===== src/common/cal_regs_pkg.sv =====
`default_nettype none
// ----------------------------------------
// shared constants for the clamp, serializer and calibration bank
// ----------------------------------------
package cal_regs_pkg;
    localparam int ADDR_W     = 15;        // register address width on the serial port
    localparam int DATA_W     = 8;         // register data width
    localparam int FRAME_BITS = 1 + ADDR_W + DATA_W; // direction bit, address, data
    localparam int CNT_W      = 5;         // width of the serial bit counter

    typedef logic [ADDR_W-1:0] addr_t;     // register address
    typedef logic [DATA_W-1:0] byte_t;     // register byte
    typedef logic [CNT_W-1:0]  bitcnt_t;   // serial bit count

    localparam bitcnt_t ADDR_END  = bitcnt_t'(1 + ADDR_W);  // bits up to end of address
    localparam bitcnt_t FRAME_END = bitcnt_t'(FRAME_BITS);  // bits in a whole frame

    // ----------------------------------------
    // map
    // ----------------------------------------
    localparam addr_t CLAMP_ADDR    = 15'h0034; // input_clamp_control
    localparam byte_t CLAMP_RST     = 8'h2F;
    localparam int    CLAMP_EN_BIT  = 5;
    localparam addr_t SER_ADDR      = 15'h0040; // serializer_config
    localparam addr_t SER_RSV_FIRST = 15'h0041;
    localparam addr_t SER_LAST      = 15'h004F;
    localparam byte_t SER_RST       = 8'h04;
    localparam int    EMPH_W        = 4;        // emphasis field, bits 3..0
    localparam addr_t CAL_FIRST     = 15'h0050;
    localparam addr_t CAL_LAST      = 15'h01FF;
    localparam addr_t CAL_GAP_FIRST = 15'h006C; // start of the unnamed calibration tail
    localparam addr_t CFGA_ADDR     = 15'h0050; // calibration_config_a
    localparam byte_t CFGA_RST      = 8'h06;
    localparam int    SCAN_EN_BIT   = 4;
    localparam int    TRIG_BIT      = 3;
    localparam byte_t TRIG_MASK     = 8'h08;
    localparam addr_t SCAN_ADDR     = 15'h005A; // trim_scan_port
    localparam byte_t SCAN_RST      = 8'h00;
    localparam addr_t STAT_ADDR     = 15'h005B; // calibration_state
    localparam byte_t STAT_FIXED    = 8'h08;
    localparam int    STAT_IDLE_BIT = 1;

    // plain read/write bytes of the calibration region
    localparam int    NUM_PLAIN = 15;
    localparam addr_t PLAIN_ADDR [NUM_PLAIN] = '{15'h0051, 15'h0052, 15'h0053, 15'h0054,
        15'h0055, 15'h0056, 15'h0057, 15'h0058, 15'h0059, 15'h005C, 15'h005F, 15'h0066,
        15'h0067, 15'h006A, 15'h006B};
    localparam byte_t PLAIN_RST [NUM_PLAIN] = '{8'hF4, 8'h00, 8'h5C, 8'h1C, 8'h92, 8'h20,
        8'h10, 8'h00, 8'h00, 8'h00, 8'h00, 8'h02, 8'h01, 8'h00, 8'h20};

    // calibration engine
    localparam int CAL_CYCLES = 64;        // length of one foreground run
    localparam int SCAN_DEPTH = 16;        // trim vector bytes in the scan chain
    typedef enum {CAL_IDLE, CAL_INIT, CAL_RUN} cal_state_t;
endpackage
`default_nettype wire


===== src/logic/serial_port.sv =====
`timescale 1ns/1ps
`default_nettype none
// ----------------------------------------
// serial register port: direction bit, address, then data, msb first
// ----------------------------------------
module serial_port (
    input  wire logic                 mclk,
    input  wire logic                 reset_n,
    input  wire logic                 sclk,
    input  wire logic                 chipSelN,
    input  wire logic                 sdi,
    input  wire cal_regs_pkg::byte_t  rdData,
    output logic                      wrStrobe,
    output logic                      rdStrobe,
    output cal_regs_pkg::addr_t       regAddr,
    output cal_regs_pkg::byte_t       wrData,
    output logic                      sdo,
    output logic                      sdoEn
);
    import cal_regs_pkg::*;

    logic                  sclkQ;      // sclk one cycle ago, for edge finding
    bitcnt_t               bitCntQ;    // bits taken in this frame
    logic [FRAME_BITS-1:0] shiftQ;     // incoming bits
    logic [FRAME_BITS-1:0] shiftD;
    logic                  readQ;      // frame is a read
    logic                  addrDoneQ;  // pulse: address complete
    logic                  wrPulseQ;   // pulse: write data complete
    byte_t                 outQ;       // outgoing read byte
    wire                   rise = sclk & ~sclkQ;
    wire                   fall = ~sclk & sclkQ;

    assign shiftD   = {shiftQ[FRAME_BITS-2:0], sdi};
    assign rdStrobe = addrDoneQ & readQ;
    assign wrStrobe = wrPulseQ;
    assign sdo      = outQ[DATA_W-1];
    // drive only during the data phase of a read
    assign sdoEn    = ~chipSelN & readQ & (bitCntQ >= ADDR_END);

    // shift in on rising sclk; bits past the frame end are ignored
    always_ff @(posedge mclk) begin
        if (!reset_n || chipSelN) begin
            bitCntQ   <= '0;
            shiftQ    <= '0;
            addrDoneQ <= 1'b0;
            wrPulseQ  <= 1'b0;
        end else begin
            addrDoneQ <= rise && (bitCntQ == ADDR_END - bitcnt_t'(1));
            wrPulseQ  <= rise && (bitCntQ == FRAME_END - bitcnt_t'(1)) && !readQ;
            if (rise && bitCntQ != FRAME_END) begin
                bitCntQ <= bitCntQ + bitcnt_t'(1);
                shiftQ  <= shiftD;
            end
        end
    end

    // address, direction and write data are held in flops
    always_ff @(posedge mclk) begin
        if (!reset_n) begin
            sclkQ   <= 1'b0;
            readQ   <= 1'b0;
            regAddr <= '0;
            wrData  <= '0;
        end else begin
            sclkQ <= sclk;
            if (rise && !chipSelN && bitCntQ == ADDR_END - bitcnt_t'(1)) begin
                regAddr <= shiftD[ADDR_W-1:0];
                readQ   <= shiftD[ADDR_W];
            end
            if (rise && !chipSelN && bitCntQ == FRAME_END - bitcnt_t'(1))
                wrData <= shiftD[DATA_W-1:0];
        end
    end

    // read byte loads on the strobe and moves out on falling sclk
    always_ff @(posedge mclk) begin
        if (!reset_n) begin
            outQ <= '0;
        end else if (rdStrobe) begin
            outQ <= rdData;
        end else if (fall && !chipSelN && bitCntQ > ADDR_END) begin
            outQ <= {outQ[DATA_W-2:0], 1'b0};
        end
    end
endmodule
`default_nettype wire


===== src/logic/cal_sequencer.sv =====
`timescale 1ns/1ps
`default_nettype none
// ----------------------------------------
// foreground calibration sequencer and trim vector scan chain
// ----------------------------------------
module cal_sequencer #(
    parameter int DEPTH  = cal_regs_pkg::SCAN_DEPTH,
    parameter int CYCLES = cal_regs_pkg::CAL_CYCLES,
    localparam int IW    = $clog2(DEPTH),
    localparam int CW    = $clog2(CYCLES + 1)
) (
    input  wire logic                 mclk,
    input  wire logic                 reset_n,
    input  wire logic                 start,
    input  wire logic                 scanEn,
    input  wire logic                 scanRd,
    input  wire logic                 scanWr,
    input  wire cal_regs_pkg::byte_t  scanWrData,
    output cal_regs_pkg::byte_t       scanRdData,
    output logic                      busy,
    output logic [IW-1:0]             scanIndex
);
    import cal_regs_pkg::*;

    cal_state_t    stateQ;          // sequencer state
    logic [CW-1:0] cntQ;            // cycles left in the run
    byte_t         vecQ [DEPTH];    // trim vectors

    assign busy       = (stateQ != CAL_IDLE);
    assign scanRdData = vecQ[scanIndex];

    // a start from any state goes back through the initial state
    always_ff @(posedge mclk) begin
        if (!reset_n) begin
            stateQ <= CAL_IDLE;
            cntQ   <= '0;
        end else if (start) begin
            stateQ <= CAL_INIT;
            cntQ   <= '0;
        end else begin
            case (stateQ)
                CAL_INIT: begin
                    cntQ   <= CW'(CYCLES - 1);
                    stateQ <= CAL_RUN;
                end
                CAL_RUN: begin
                    if (cntQ == '0) stateQ <= CAL_IDLE;
                    else cntQ <= cntQ - CW'(1);
                end
                default: stateQ <= CAL_IDLE;
            endcase
        end
    end

    // each access moves to the next byte; leaving scan mode rewinds
    always_ff @(posedge mclk) begin
        if (!reset_n || !scanEn) begin
            scanIndex <= '0;
        end else if (scanRd || scanWr) begin
            scanIndex <= (scanIndex == IW'(DEPTH - 1)) ? '0 : scanIndex + IW'(1);
        end
    end

    // vector storage, written through the scan port only
    always_ff @(posedge mclk) begin
        if (!reset_n) begin
            for (int i = 0; i < DEPTH; i++) vecQ[i] <= '0;
        end else if (scanWr) begin
            vecQ[scanIndex] <= scanWrData;
        end
    end
endmodule
`default_nettype wire


===== src/logic/clamp_serializer_cal_regs.sv =====
`timescale 1ns/1ps
`default_nettype none
// How it works
// - clamp bit five enables input clamp
// - four-bit emphasis field, upper bits zero
// - serializer group decoded 0x040 to 0x04F
// - calibration region 0x050 to 0x1FF mapped
// - scan enable opens the vector port
// - trigger bit starts calibration, self-clears
// - trigger returns sequencer to initial state
// - successive port accesses step through vectors
module clamp_serializer_cal_regs (
    input  wire logic                         mclk,
    input  wire logic                         reset_n,
    input  wire logic                         sclk,
    input  wire logic                         chipSelN,
    input  wire logic                         sdi,
    output logic                              sdo,
    output logic                              sdoEn,
    output logic                              inputClampOn,
    output logic [cal_regs_pkg::EMPH_W-1:0]   laneEmphasis,
    output logic                              calBusy,
    output logic                              scanEnable
);
    import cal_regs_pkg::*;

    // ----------------------------------------
    // local signals
    // ----------------------------------------
    localparam int IW = $clog2(SCAN_DEPTH);   // scan index width

    logic               wrStrobe;      // one cycle: write frame complete
    logic               rdStrobe;      // one cycle: read address complete
    addr_t              regAddr;       // address of the current frame
    byte_t              wrData;        // data of a completed write
    byte_t              rdData;        // byte returned on a read
    byte_t              clampQ;        // input_clamp_control contents
    logic [EMPH_W-1:0]  emphQ;         // serializer_config emphasis field
    byte_t              cfgAQ;         // calibration_config_a, trigger bit kept apart
    logic               trigQ;         // foreground_cal_trigger
    logic               trigD;
    byte_t              scanHoldQ;     // port byte seen while scan is off
    byte_t              plainQ [NUM_PLAIN]; // plain calibration bytes
    byte_t              scanRdData;    // current vector byte
    logic               scanRd;        // step the chain on a read
    logic               scanWr;        // load the chain on a write
    logic [IW-1:0]      scanIndex;     // position in the chain

    // ----------------------------------------
    // decode helpers
    // ----------------------------------------
    // address inside an inclusive window
    function automatic logic inRange(addr_t a, addr_t lo, addr_t hi);
        return (a >= lo) && (a <= hi);
    endfunction

    // write or read strobe aimed at one address
    function automatic logic hitAt(logic strobe, addr_t a, addr_t target);
        return strobe && (a == target);
    endfunction

    // ----------------------------------------
    // serial register port
    // ----------------------------------------
    serial_port u_port (
        .mclk     (mclk),
        .reset_n  (reset_n),
        .sclk     (sclk),
        .chipSelN (chipSelN),
        .sdi      (sdi),
        .rdData   (rdData),
        .wrStrobe (wrStrobe),
        .rdStrobe (rdStrobe),
        .regAddr  (regAddr),
        .wrData   (wrData),
        .sdo      (sdo),
        .sdoEn    (sdoEn)
    );

    // ----------------------------------------
    // clamp and serializer registers
    // ----------------------------------------
    // clamp byte is fully writable; only bit five steers the front end
    always_ff @(posedge mclk) begin
        if (!reset_n) begin
            clampQ <= CLAMP_RST;
        end else if (hitAt(wrStrobe, regAddr, CLAMP_ADDR)) begin
            clampQ <= wrData;
        end
    end

    assign inputClampOn = clampQ[CLAMP_EN_BIT];

    // only the emphasis field has storage; upper bits are dropped
    always_ff @(posedge mclk) begin
        if (!reset_n) begin
            emphQ <= SER_RST[EMPH_W-1:0];
        end else if (hitAt(wrStrobe, regAddr, SER_ADDR)) begin
            emphQ <= wrData[EMPH_W-1:0];
        end
    end

    assign laneEmphasis = emphQ;

    // ----------------------------------------
    // calibration configuration
    // ----------------------------------------
    // the trigger is stored apart so the stored byte never holds it
    always_ff @(posedge mclk) begin
        if (!reset_n) begin
            cfgAQ <= CFGA_RST;
        end else if (hitAt(wrStrobe, regAddr, CFGA_ADDR)) begin
            cfgAQ <= wrData & ~TRIG_MASK;
        end
    end

    assign scanEnable = cfgAQ[SCAN_EN_BIT];

    // a written one lives exactly one cycle; the sequencer takes it
    // in that cycle, so the bit has already read back as zero by the
    // time any following frame could sample it
    // self-clearing trigger
    assign trigD = hitAt(wrStrobe, regAddr, CFGA_ADDR) && wrData[TRIG_BIT];

    always_ff @(posedge mclk) begin
        if (!reset_n) trigQ <= 1'b0;
        else trigQ <= trigD;
    end

    // the fifteen PLAIN_ADDR calibration bytes are plain storage
    for (genvar i = 0; i < NUM_PLAIN; i++) begin : g_plain
        always_ff @(posedge mclk) begin
            if (!reset_n) begin
                plainQ[i] <= PLAIN_RST[i];
            end else if (hitAt(wrStrobe, regAddr, PLAIN_ADDR[i])) begin
                plainQ[i] <= wrData;
            end
        end
    end

    // ----------------------------------------
    // scan port
    // ----------------------------------------
    // step per access
    assign scanRd = hitAt(rdStrobe, regAddr, SCAN_ADDR) && scanEnable;
    assign scanWr = hitAt(wrStrobe, regAddr, SCAN_ADDR) && scanEnable;

    // with scan off the port behaves as a plain byte
    always_ff @(posedge mclk) begin
        if (!reset_n) begin
            scanHoldQ <= SCAN_RST;
        end else if (hitAt(wrStrobe, regAddr, SCAN_ADDR) && !scanEnable) begin
            scanHoldQ <= wrData;
        end
    end

    // ----------------------------------------
    // calibration sequencer
    // ----------------------------------------
    // settings are not resynchronised into the engine: the host must
    // finish all setup before the trigger, and must toggle the serial
    // link output enable afterwards since the restart can upset it
    // trigger restarts sequencer
    cal_sequencer #(
        .DEPTH  (SCAN_DEPTH),
        .CYCLES (CAL_CYCLES)
    ) u_seq (
        .mclk       (mclk),
        .reset_n    (reset_n),
        .start      (trigQ),
        .scanEn     (scanEnable),
        .scanRd     (scanRd),
        .scanWr     (scanWr),
        .scanWrData (wrData),
        .scanRdData (scanRdData),
        .busy       (calBusy),
        .scanIndex  (scanIndex)
    );

    // ----------------------------------------
    // read mux
    // ----------------------------------------
    // unmapped and undefined addresses read as zero
    always_comb begin
        rdData = '0;
        if (regAddr == CLAMP_ADDR) begin
            rdData = clampQ;
        end else if (inRange(regAddr, SER_ADDR, SER_LAST)) begin
            if (regAddr == SER_ADDR) rdData = byte_t'(emphQ);
        end else if (inRange(regAddr, CAL_FIRST, CAL_LAST)) begin
            if (regAddr == CFGA_ADDR) begin
                rdData = cfgAQ | (trigQ ? TRIG_MASK : '0);
            end else if (regAddr == SCAN_ADDR) begin
                rdData = scanEnable ? scanRdData : scanHoldQ;
            end else if (regAddr == STAT_ADDR) begin
                rdData = STAT_FIXED;
                rdData[STAT_IDLE_BIT] = ~calBusy;
            end else begin
                for (int i = 0; i < NUM_PLAIN; i++) begin
                    if (regAddr == PLAIN_ADDR[i]) rdData = plainQ[i];
                end
            end
        end
    end

    // ----------------------------------------
    // assertions
    // ----------------------------------------
    localparam int CAL_BOUND = CAL_CYCLES + 4;  // bound on a busy stretch, which lasts CAL_CYCLES + 1

    logic             clampBitIn;  // clamp bit of the write data
    logic [EMPH_W-1:0] emphIn;     // emphasis field of the write data
    assign clampBitIn = wrData[CLAMP_EN_BIT];
    assign emphIn     = wrData[EMPH_W-1:0];
endmodule
`default_nettype wire


===== config.mk =====
export PLATFORM = sky130hd
export DESIGN_NAME = clamp_serializer_cal_regs
export DESIGN_NICKNAME = d
export VERILOG_FILES = /design/src/common/cal_regs_pkg.sv /design/src/logic/serial_port.sv /design/src/logic/cal_sequencer.sv /design/src/logic/clamp_serializer_cal_regs.sv
export SDC_FILE = /design/constraint.sdc
export NUM_CORES = 1
export LEC_CHECK = 0
export BUFFER_PORTS_ARGS = -buffer_cell sky130_fd_sc_hd__buf_2
export CAP_MARGIN = 20
export CORE_ASPECT_RATIO = 0.6
export CORE_UTILIZATION = 55
export CTS_BUF_LIST = sky130_fd_sc_hd__clkbuf_16
export DETAILED_ROUTE_END_ITERATION = 10
export GPL_TIMING_DRIVEN = 0
export PLACE_DENSITY = 0.83
export SKIP_CTS_REPAIR_TIMING = 1
export SLEW_MARGIN = 20
export SYNTH_ARGS = -nofsm -noshare
export SYNTH_HDL_FRONTEND = slang
export SYNTH_SLANG_ARGS = --single-unit

===== constraint.sdc =====
create_clock -name mclk -period 5.1 [get_ports mclk]
set_input_delay 0.51 -clock mclk [delete_from_list [all_inputs] [get_ports mclk]]
set_output_delay 0.51 -clock mclk [all_outputs]
set_load 0.05 [all_outputs]

==> PnR_summary.wiki, run 1 <==
{| class="wikitable"
! Metric !! Value
|-
| Placer's final routability congestion estimate || 1.04
|-
| I/O pin count || 14
|-
| Placement Setup Slack || 0.899 ns
|-
| Power density over the cells || 313 nW/µm²
|-
| Storage element area || 9450 µm²
|-
| F_max || 243 MHz
|-
| Most frequent cells in the layout || edfxtp_1, nand2_1, nor2_1
|-
| Root Buffer || clkbuf_16
|-
| Clock Latency Late Sink || 0.61 ns
|-
| Post-DP HPWL || 39.8 mm
|-
| Post-Synthesis Cell Area || 16,400 µm²
|-
| Count of endpoints failing setup in the final report || 0
|-
| Area growth from synthesis to layout || 10.1%
|-
| Maximum buffer depth of the clock tree || 3
|-
| Most common cell after layout, fill and taps aside || edfxtp_1
|-
| Synth Instances || 1,488
|-
| Max FO, Critical Path || 10
|-
| Vias per inst || 6.67
|-
| Maximum number of pins on one net before global-route repair || 17
|-
| Count of clock tree sinks || 348
|-
| Average instance area after synthesis || 11.0 µm²
|-
| Overall track demand over capacity in global routing || 0.356
|-
| Total iterations of the first detailed-routing run || 6
|-
| Required arrival time at the worst endpoint || 5.53 ns
|-
| Post-Syn Nets || 1,501
|-
| Final count of hold timing violations || 0
|-
| Port Buf Inserts || 13
|-
| Data arrival at the endpoint of the critical path || 4.54 ns
|-
| Vias in the first global route || 11,968
|-
| DIE WIDTH || 225 µm
|-
| Area of the multi-input gates || 6540 µm²
|-
| Clock-pin slew on the worst setup and hold paths || 0.07 ns
|-
| Tightest Pin Transition || 1.29 ns
|-
| Seq cells post-synth || 348
|-
| Setup TNS || 0 ns
|-
| Net count of the finished layout || 1,550
|-
| Die ar. || 30,600 µm²
|-
| Layout Skew || 0.0325 ns
|-
| WL/cell || 27.5 µm
|-
| Fraction of layout cells with a size suffix above 1 || 0.102
|-
| Number of routed nets with antenna violations || 0
|-
| Number of buffers inserted during clock tree synthesis || 31
|-
| Normalized max-slew margin || 0.133
|-
| Total via count in the routed design || 13,096
|-
| Count of fill cells added during filler insertion || 2,341
|-
| DRC marker count from the first detailed-route iteration || 2,336
|-
| Count of pins over their slew limit || 0
|-
| Number of library cell types mapped by synthesis || 79
|-
| Sequential fraction of the synthesis area || 0.576
|-
| Initial Utilization || 0.565
|-
| Initial antenna violation count || 1
|-
| Result of the run || finished clean
|-
| Final Critical Period || 4.11 ns
|-
| Leakage component of the power || 0.00566 µW
|-
| Number of enable flip-flop cells after synthesis || 248
|-
| Async set-or-reset flop fraction in the synthesized netlist || 0
|-
| Synth warnings || 0
|-
| Ys flop type || edfxtp_1
|-
| Clock tree from TritonCTS || yes
|-
| Remaining global-route overflow || 0
|-
| Min-delay worst type || in2reg
|-
| Critical path start-end classification || reg2reg
|-
| Maximum vdd ir drop || 0.000265 V
|-
| Category of the worst setup path capture point || flop
|-
| Die Y-Extent || 136 µm
|-
| H-tree level count || 1
|-
| # DRC || 0
|-
| Setup repair after global routing missed its margin || false
|-
| Placeable Area || 29,100 µm²
|-
| Setup ws final || 0.989 ns
|-
| Total number of placement rows || 48
|-
| Wire length of the first global-routing pass || 77.7 mm
|-
| Startpoint type of the worst setup path || flop
|-
| Post-route clock period utilization || 0.806
|-
| Total of max-cap violations || 0
|-
| Total Wirelength || 53.9 mm
|}
==> logic make-up after synthesis <==
group | synth area share
AOI/OAI and AO/OA | 0.0932
xor gates and xnor gates | 0.00320
adders and majority gates | 0.00610
buffers and inverters | 0.0295
DFF | 0.576
muxes | 0.0689
and+or+nand+nor | 0.223
==> cells in the mapped netlist (23+ instances only) <==
master      n  area, µm²
or3_1      23        144
o21ai_0    37        185
edfxtp_1  248       7450
mux4_2     29        653
a21oi_1    63        315
dfxtp_1   100       2000
nand3_1    41        205
nor2_1    142        533
and2_1    130        813
nand2_1   196        736
nor3_1     28        140
mux2i_1    41        410
clkbuf_1   72        270
==> worst paths after layout <==
check                                        from             end  slack [ns]  cells after the start
worst max-delay path            u_port.regAddr[1]  u_port.outQ[4]        0.99                     10
worst min-delay path                         sclk    u_port.sclkQ        0.17                      2
worst max register to register  u_port.regAddr[1]  u_port.outQ[4]        0.99                     10
worst min register to register      u_seq.cntQ[6]   u_seq.cntQ[6]        0.45                      2
==> state kept, by name, summed over array words and instances, names as in the netlist, 2 cells and up, named ones only <==
signal,flops
laneEmphasis,4
u_port.regAddr,15
u_seq.vecQ,128
u_seq.scanIndex,4
clampQ,8
u_port.outQ,8
scanHoldQ,8
cfgAQ,7
u_seq.stateQ,2
u_port.bitCntQ,5
u_port.wrData,8
u_seq.cntQ,7
u_port.shiftQ,15
plainQ,120
==> report_power, final <==
part	switching [µW]	internal, µW
logic	100	33.6
registers	33.4	3110
clock network	1120	1260
total	1250	4400
==> cell type report <==
| cell class | instances | share of cell area |
|---|---|---|
| multi-input combinational | 1019 | 0.362 |
| tap | 400 | 0.0277 |
| inverter | 21 | 0.00436 |
| sequential | 348 | 0.523 |
| antenna | 2 | 0.000277 |
| buffer | 100 | 0.0224 |
| clock inverter | 24 | 0.00852 |
| clock buffer | 34 | 0.0471 |
| timing repair buffer | 16 | 0.00457 |
==> worst max-delay path, stage by stage (launching register included) <==
cell	delay, ns
dfxtp_1	0.35
clkbuf_1	0.32
clkbuf_1	0.60
clkbuf_1	0.70
mux2i_1	0.30
mux2i_1	0.14
a221oi_1	0.30
nand4_1	0.43
a221oi_1	0.50
o311a_1	0.22
o22ai_1	0.07
==> metrics by stage <==
step	total power [µW]	util	std cells	instance area [µm²]	hold slack, ns
5_1_grt	5740	0.621	1962	18100	0.178
6_report	5650	0.622	1964	18100	0.168
2_1_floorplan	3270	-	1488	16400	0.417
4_1_cts	5620	0.621	1962	18100	0.171
3_5_place_dp	3330	0.587	1904	17100	0.447
3_3_place_gp	3320	0.584	1901	17000	0.430
==> layer usage <==
layer  global-route usage  part of all wire  vias to the layer above
met5                    0                 0                        -
met4               0.0797             0.023                        0
met3                0.153              0.18                      118
met2                0.447              0.37                     1065
met1                0.553              0.42                     6376
li1                     -                 -                     5537
No activity file was read; power rests on OpenSTA's default activity.
==> run 2: changes to the inputs <==
- ABC_AREA: default -> 1
- clock period: 5.1 -> 4 ns (I/O delays scaled with it)
==> run 2 against run 1 <==
- non-clock buffer count is 27 lower
- sequential power rose by 27%
- hold slack lost 0.13 ns
- setup slack lost 0.26 ns
- flip-flop and latch count unchanged
- first-iteration DRC count shrank 8.1%
- die area is 3.7% lower
- clock skew shrank 0.0097 ns
- critical endpoint is now u_seq.vecQ[13][5]
- highest routed layer unchanged
==> PnR_summary.wiki, run 2 <==
{| class="wikitable"
! Metric !! Value
|-
| Count of pins over their slew limit || 0 (unchanged)
|-
| Total number of placement rows || 47 (-2.1%)
|-
| Number of inserted diodes || 0 (-2)
|-
| Ys flop type || edfxtp_1
|-
| Maximum buffer depth of the clock tree || 3 (unchanged)
|-
| Net count of the finished layout || 1,783 (+15%)
|-
| Remaining global-route overflow || 0 (unchanged)
|-
| Required arrival time at the worst endpoint || 4.22 ns (-1.31 ns)
|-
| Number of flip-flops under the largest register name || 128 (unchanged)
|-
| Vias per inst || 6.09 (-8.7%)
|-
| Initial Utilization || 0.567 (+0.00219)
|-
| Total via count in the routed design || 13,148 (+0.40%)
|-
| Category of the worst setup path capture point || flop
|-
| Sequential fraction of the synthesis area || 0.598 (+0.0223)
|-
| Root Buffer || clkbuf_16
|-
| Area growth from synthesis to layout || 9.74%
|-
| Clock Latency Late Sink || 0.58 ns (-0.03 ns)
|-
| Synth top area share || 0.471 (+0.0176)
|-
| DRC marker count from the first detailed-route iteration || 2,147 (-8.1%)
|-
| Placer's final routability congestion estimate || 1.01 (-2.2%)
|-
| Post-DP HPWL || 34.4 mm (-14%)
|-
| Count of clock tree sinks || 348 (unchanged)
|-
| Total of max-cap violations || 0 (unchanged)
|-
| Average instance area after synthesis || 9.16 µm² (-17%)
|-
| Final count of hold timing violations || 0 (unchanged)
|-
| Most common cell after layout, fill and taps aside || nor2_1
|-
| F_max || 305 MHz (+26%)
|-
| Number of buffers inserted during clock tree synthesis || 31 (unchanged)
|-
| Setup ws final || 0.725 ns (-0.264 ns)
|-
| Utilization after layout || 0.622 (about the same)
|-
| Number of library cell types mapped by synthesis || 40 (-49%)
|-
| Post-Synthesis Cell Area || 15,800 µm² (-3.7%)
|-
| Overall track demand over capacity in global routing || 0.312 (-0.0435)
|-
| Result of the run || finished clean
|-
| Placement Setup Slack || 0.866 ns (-0.0335 ns)
|-
| Layout Skew || 0.0228 ns (-0.00971 ns)
|-
| Wire length of the first global-routing pass || 68.9 mm (-11%)
|-
| Placeable Area || 27,900 µm² (-4.1%)
|-
| Most common cell in the netlist || nor2_1
|-
| Cell type with the highest aggregate area in the netlist || edfxtp_1
|-
| Die Y-Extent || 133 µm (-1.9%)
|-
| Setup repair after global routing missed its margin || false
|-
| Power density over the cells || 413 nW/µm² (+32%)
|-
| Count of endpoints failing setup in the final report || 0 (unchanged)
|-
| Final Critical Period || 3.27 ns (-0.836 ns)
|-
| Fraction of layout cells with a size suffix above 1 || 0.0725 (-0.0299)
|-
| Most frequent cells in the layout || nor2_1, nand2_1, edfxtp_1
|-
| Data arrival at the endpoint of the critical path || 3.50 ns (-1.04 ns)
|-
| Synth warnings || 0 (unchanged)
|-
| Worst hold slack || 0.0413 ns (-0.126 ns)
|-
| Total iterations of the first detailed-routing run || 8 (+2)
|-
| Port Buf Inserts || 12 (-1)
|-
| Min-delay worst type || in2reg
|-
| Number of enable flip-flop cells after synthesis || 248 (unchanged)
|-
| Post-Syn Nets || 1,738 (+16%)
|-
| Critical path start-end classification || reg2reg
|-
| Leakage component of the power || 0.00611 µW (+7.9%)
|-
| DIE WIDTH || 221 µm (-1.9%)
|-
| Clock tree from TritonCTS || yes
|-
| Largest regs || u_seq.vecQ (128), plainQ (120)
|-
| Synth Instances || 1,725 (+16%)
|-
| Total Wirelength || 46.3 mm (-14%)
|-
| Initial antenna violation count || 0 (-1)
|-
| Vias in the first global route || 11,894 (-0.62%)
|-
| Post-route clock period utilization || 0.819 (+0.0126)
|-
| Die ar. || 29,400 µm² (-3.7%)
|-
| Async set-or-reset flop fraction in the synthesized netlist || 0 (unchanged)
|-
| Area contributors post-synth || edfxtp_1, dfxtp_1, nor2_1, nand2_1, inv_1
|-
| Normalized max-slew margin || 0.335 (+0.202)
|-
| Maximum vdd ir drop || 0.000410 V (+55%)
|-
| Clock-pin slew on the worst setup and hold paths || 0.07 ns (about the same)
|-
| Biggest register || u_seq.vecQ
|-
| Seq cells post-synth || 348 (unchanged)
|-
| WL/cell || 21.4 µm (-22%)
|-
| Maximum number of pins on one net before global-route repair || 17 (unchanged)
|-
| Startpoint type of the worst setup path || flop
|-
| Max FO, Critical Path || 10 (unchanged)
|-
| Setup TNS || 0 ns (unchanged)
|-
| # DRC || 0 (unchanged)
|-
| Tightest Pin Transition || 0.998 ns (-0.291 ns)
|-
| Ranking of synthesized cells by instance count || nor2_1, nand2_1, edfxtp_1
|-
| H-tree level count || 1 (unchanged)
|-
| I/O pin count || 14 (unchanged)
|-
| Number of routed nets with antenna violations || 0 (unchanged)
|}
## run 2: cell types whose count changed after synthesis, moves of 48 or more
cell,change
o21ai_0,+74
inv_1,+141
and2_1,-127
nor2_1,+209
nand3_1,+48
nand2_1,+86
## run 2: path summary, 6_finish.rpt
kind / start / to / slack, ns / depth (start not counted)
setup / recovery: u_port.regAddr[4] / u_seq.vecQ[13][5] / 0.73 / 13
hold / removal: sclk / u_port.sclkQ / 0.04 / 3
setup reg to reg: u_port.regAddr[4] / u_seq.vecQ[13][5] / 0.73 / 13
hold reg to reg: cfgAQ[7] / cfgAQ[7] / 0.45 / 2
## run 2: through the flow
step / cells / area (µm²) / total power (µW)
2_1_floorplan: 1725 / 15800 / 4160
3_3_place_gp: 2104 / 16300 / 4220
3_5_place_dp: 2104 / 16300 / 4230
4_1_cts: 2160 / 17300 / 7150
5_1_grt: 2160 / 17300 / 7320
6_report: 2160 / 17300 / 7160
## run 2: kinds of logic after synthesis
group                      after synthesis  synth area share
DFF                                    348             0.598
muxes                                   32            0.0207
adders and majority gates                8           0.00633
buffers and inverters                  255            0.0626
AOI/OAI and AO/OA                      245            0.0835
and+or+nand+nor                        837             0.229
## run 2: area by class of cell
| class | instances | area, µm² |
|---|---|---|
| fill | 2347 | 10500 |
| inverter | 178 | 671 |
| buffer | 77 | 319 |
| multi-input combinational | 1122 | 5360 |
| tap | 367 | 459 |
| sequential | 348 | 9450 |
| timing repair buffer | 12 | 60.1 |
| clock inverter | 20 | 119 |
| clock buffer | 36 | 901 |
## run 2: layer usage
layer | GRT usage | part of all wire
met5 | 0 | 0
met2 | 0.410 | 0.39
met3 | 0.127 | 0.17
met1 | 0.477 | 0.42
met4 | 0.0625 | 0.018
## run 2: worst max-delay path: stages (launching register included)
cell	delay, ns
dfxtp_1	0.40
inv_2	0.07
nor2_2	0.13
nand2_4	0.12
inv_4	0.14
nand2_4	0.09
buf_6	0.18
nor2_2	0.21
inv_2	0.07
nor4_2	0.29
inv_2	0.12
nor2_2	0.29
nand2_1	0.35
nand2_1	0.43
## run 2: power by group
| group | internal, µW | switching [µW] | total [µW] | leakage, µW |
|---|---|---|---|---|
| Sequential | 3950 | 36.4 | 3990 | 0.00319 |
| Clock | 1660 | 1340 | 3010 | 0.000515 |
| Combinational | 33.6 | 134 | 167 | 0.00240 |
==> run 3: changes to the inputs <==
- PLACE_DENSITY: 0.83 -> 0.86
- clock period: 4 -> 2.92 ns (I/O delays scaled with it)
==> run 3 against run 2 <==
- highest routed layer is now met5
- sequential share of layout area decreased by 0.73 points
- final area increased by 1.5%
- cell count increased by 0.37%
- largest power group unchanged
==> PnR_summary.wiki, run 3 (same netlist as run 2, synthesis figures left out) <==
{| class="wikitable"
! Metric !! Value
|-
| Most common cell after layout, fill and taps aside || nor2_1
|-
| Category of the worst setup path capture point || flop
|-
| Post-route clock period utilization || 0.984 (+0.165)
|-
| Maximum buffer depth of the clock tree || 3 (unchanged)
|-
| Total of max-cap violations || 0 (unchanged)
|-
| Placer's final routability congestion estimate || 1.03 (+1.8%)
|-
| Area growth from synthesis to layout || 11.4%
|-
| Initial antenna violation count || 0 (unchanged)
|-
| Result of the run || finished clean
|-
| Cell count of the worst hold path || 3 (unchanged)
|-
| DRC marker count from the first detailed-route iteration || 2,276 (+6.0%)
|-
| H-tree level count || 1 (unchanged)
|-
| Die Y-Extent || 133 µm (unchanged)
|-
| DIE WIDTH || 221 µm (unchanged)
|-
| Root Buffer || clkbuf_16
|-
| Final count of hold timing violations || 0 (unchanged)
|-
| Fraction of layout cells with a size suffix above 1 || 0.113 (+0.0402)
|-
| Count of clock tree sinks || 348 (unchanged)
|-
| Final total power || 9720 µW (+36%)
|-
| Total Wirelength || 47.4 mm (+2.5%)
|-
| Reg2Reg Depth || 12 (-1)
|-
| F_max || 348 MHz (+14%)
|-
| Placement Setup Slack || -0.157 ns (-1.02 ns)
|-
| Min-delay worst type || in2reg
|-
| Required arrival time at the worst endpoint || 3.17 ns (-1.05 ns)
|-
| Vias in the first global route || 12,150 (+2.2%)
|-
| Setup ws final || 0.0480 ns (-0.677 ns)
|-
| Count of pins over their slew limit || 0 (unchanged)
|-
| Tightest Pin Transition || 1.25 ns (+0.254 ns)
|-
| Post-DP HPWL || 34.6 mm (+0.58%)
|-
| Remaining global-route overflow || 0 (unchanged)
|-
| Final Critical Period || 2.87 ns (-0.403 ns)
|-
| Port Buf Inserts || 12 (unchanged)
|-
| Total via count in the routed design || 13,233 (+0.65%)
|-
| Die ar. || 29,400 µm² (unchanged)
|-
| Reg-to-reg slack, setup || 0.05 ns (-0.68 ns)
|-
| Total number of placement rows || 47 (unchanged)
|-
| Number of buffers inserted during clock tree synthesis || 31 (unchanged)
|-
| Data arrival at the endpoint of the critical path || 3.13 ns (-0.37 ns)
|-
| Clock-pin slew on the worst setup and hold paths || 0.06 ns (about the same)
|-
| Initial Utilization || 0.567 (unchanged)
|-
| Most frequent cells in the layout || nor2_1, edfxtp_1, nand2_1
|-
| Total iterations of the first detailed-routing run || 7 (-1)
|-
| Power density over the cells || 552 nW/µm² (+34%)
|-
| WL/cell || 21.9 µm (+2.1%)
|-
| Leakage component of the power || 0.00619 µW (+1.4%)
|-
| Layout Skew || 0.0302 ns (+0.00742 ns)
|-
| Clock Latency Late Sink || 0.60 ns (+0.02 ns)
|-
| Max FO, Critical Path || 10 (unchanged)
|-
| Number of flip-flops under the largest register name || 128 (unchanged)
|-
| Placeable Area || 27,900 µm² (unchanged)
|-
| Utilization after layout || 0.632 (+0.00943)
|-
| Maximum number of pins on one net before global-route repair || 16 (-1)
|-
| Maximum vdd ir drop || 0.000485 V (+18%)
|-
| Normalized max-slew margin || 0.166 (-0.169)
|-
| Final Instance Area || 17,600 µm² (+1.5%)
|-
| Critical path start-end classification || reg2reg
|-
| Biggest register || u_seq.vecQ
|-
| Wire length of the first global-routing pass || 70.4 mm (+2.3%)
|-
| Number of routed nets with antenna violations || 0 (unchanged)
|-
| Largest regs || u_seq.vecQ (128), plainQ (120)
|-
| Net count of the finished layout || 1,791 (+0.45%)
|-
| Placed standard-cell area || 16,300 µm² (unchanged)
|-
| Count of endpoints failing setup in the final report || 0 (unchanged)
|-
| Vias per inst || 6.10 (+0.28%)
|-
| Overall track demand over capacity in global routing || 0.318 (+0.00583)
|-
| Setup repair after global routing missed its margin || true
|-
| Startpoint type of the worst setup path || flop
|-
| I/O pin count || 14 (unchanged)
|-
| # DRC || 0 (unchanged)
|-
| Clock tree from TritonCTS || yes
|-
| Number of inserted diodes || 0 (unchanged)
|}
-- run 3: changes by cell type in the layout (fill, tap and decap cells not counted), sizes merged, moves of 2 or more --
cell | before | now
clkinv | 11 | 15
bufinv | 1 | 3
buf | 29 | 36
clkbuf | 96 | 90
clkinvlp | 3 | 1
-- run 3: per-stage QoR --
step	instances	TNS, ns	hold slack, ns
finish	2168	0	0.0343
CTS	2160	-14.62	-0.103
global placement	2104	-5.48	0.435
detailed placement	2104	-11.56	0.434
floorplan	1725	0	0.390
global route	2168	-0.270	0.0364
-- run 3: area by class of cell --
cell class | count | area [µm²]
fill | 2194 | 10300
sequential | 348 | 9460
multi-input combinational | 1122 | 5580
clock buffer | 31 | 776
inverter | 178 | 676
tap | 367 | 459
buffer | 77 | 333
clock inverter | 25 | 190
timing repair buffer | 20 | 123
-- run 3: where the power goes --
group	internal, µW	switching, µW	total (µW)
Combinational	51.9	189	241
Clock	2180	1830	4020
Sequential	5410	50.7	5470
-- run 3: worst max-delay path, cell delays in order, from the launching register on --
cell	delay [ns]
dfxtp_2	0.33
nor2_4	0.13
nand2_4	0.10
nor2_8	0.21
nand2_4	0.10
buf_6	0.18
nor2_2	0.21
inv_2	0.07
nor4_2	0.29
inv_2	0.18
nor2_4	0.23
nand2_2	0.21
nand2_2	0.26
-- run 3: metal layers --
layer,global-route usage,up-vias,part of all wire
met1,0.485,6285,0.42
met4,0.0796,2,0.025
met2,0.417,954,0.39
li1,-,5883,-
met5,0.0161,-,0.0013
met3,0.122,109,0.17
-- run 3: worst paths after layout --
| check | start | end |
|---|---|---|
| worst max-delay path | u_port.regAddr[10] | u_seq.vecQ[12][4] |
| worst min-delay path | sdi | u_port.shiftQ[0] |
| worst max register to register | u_port.regAddr[10] | u_seq.vecQ[12][4] |
| worst min register to register | u_port.readQ | u_port.wrStrobe |
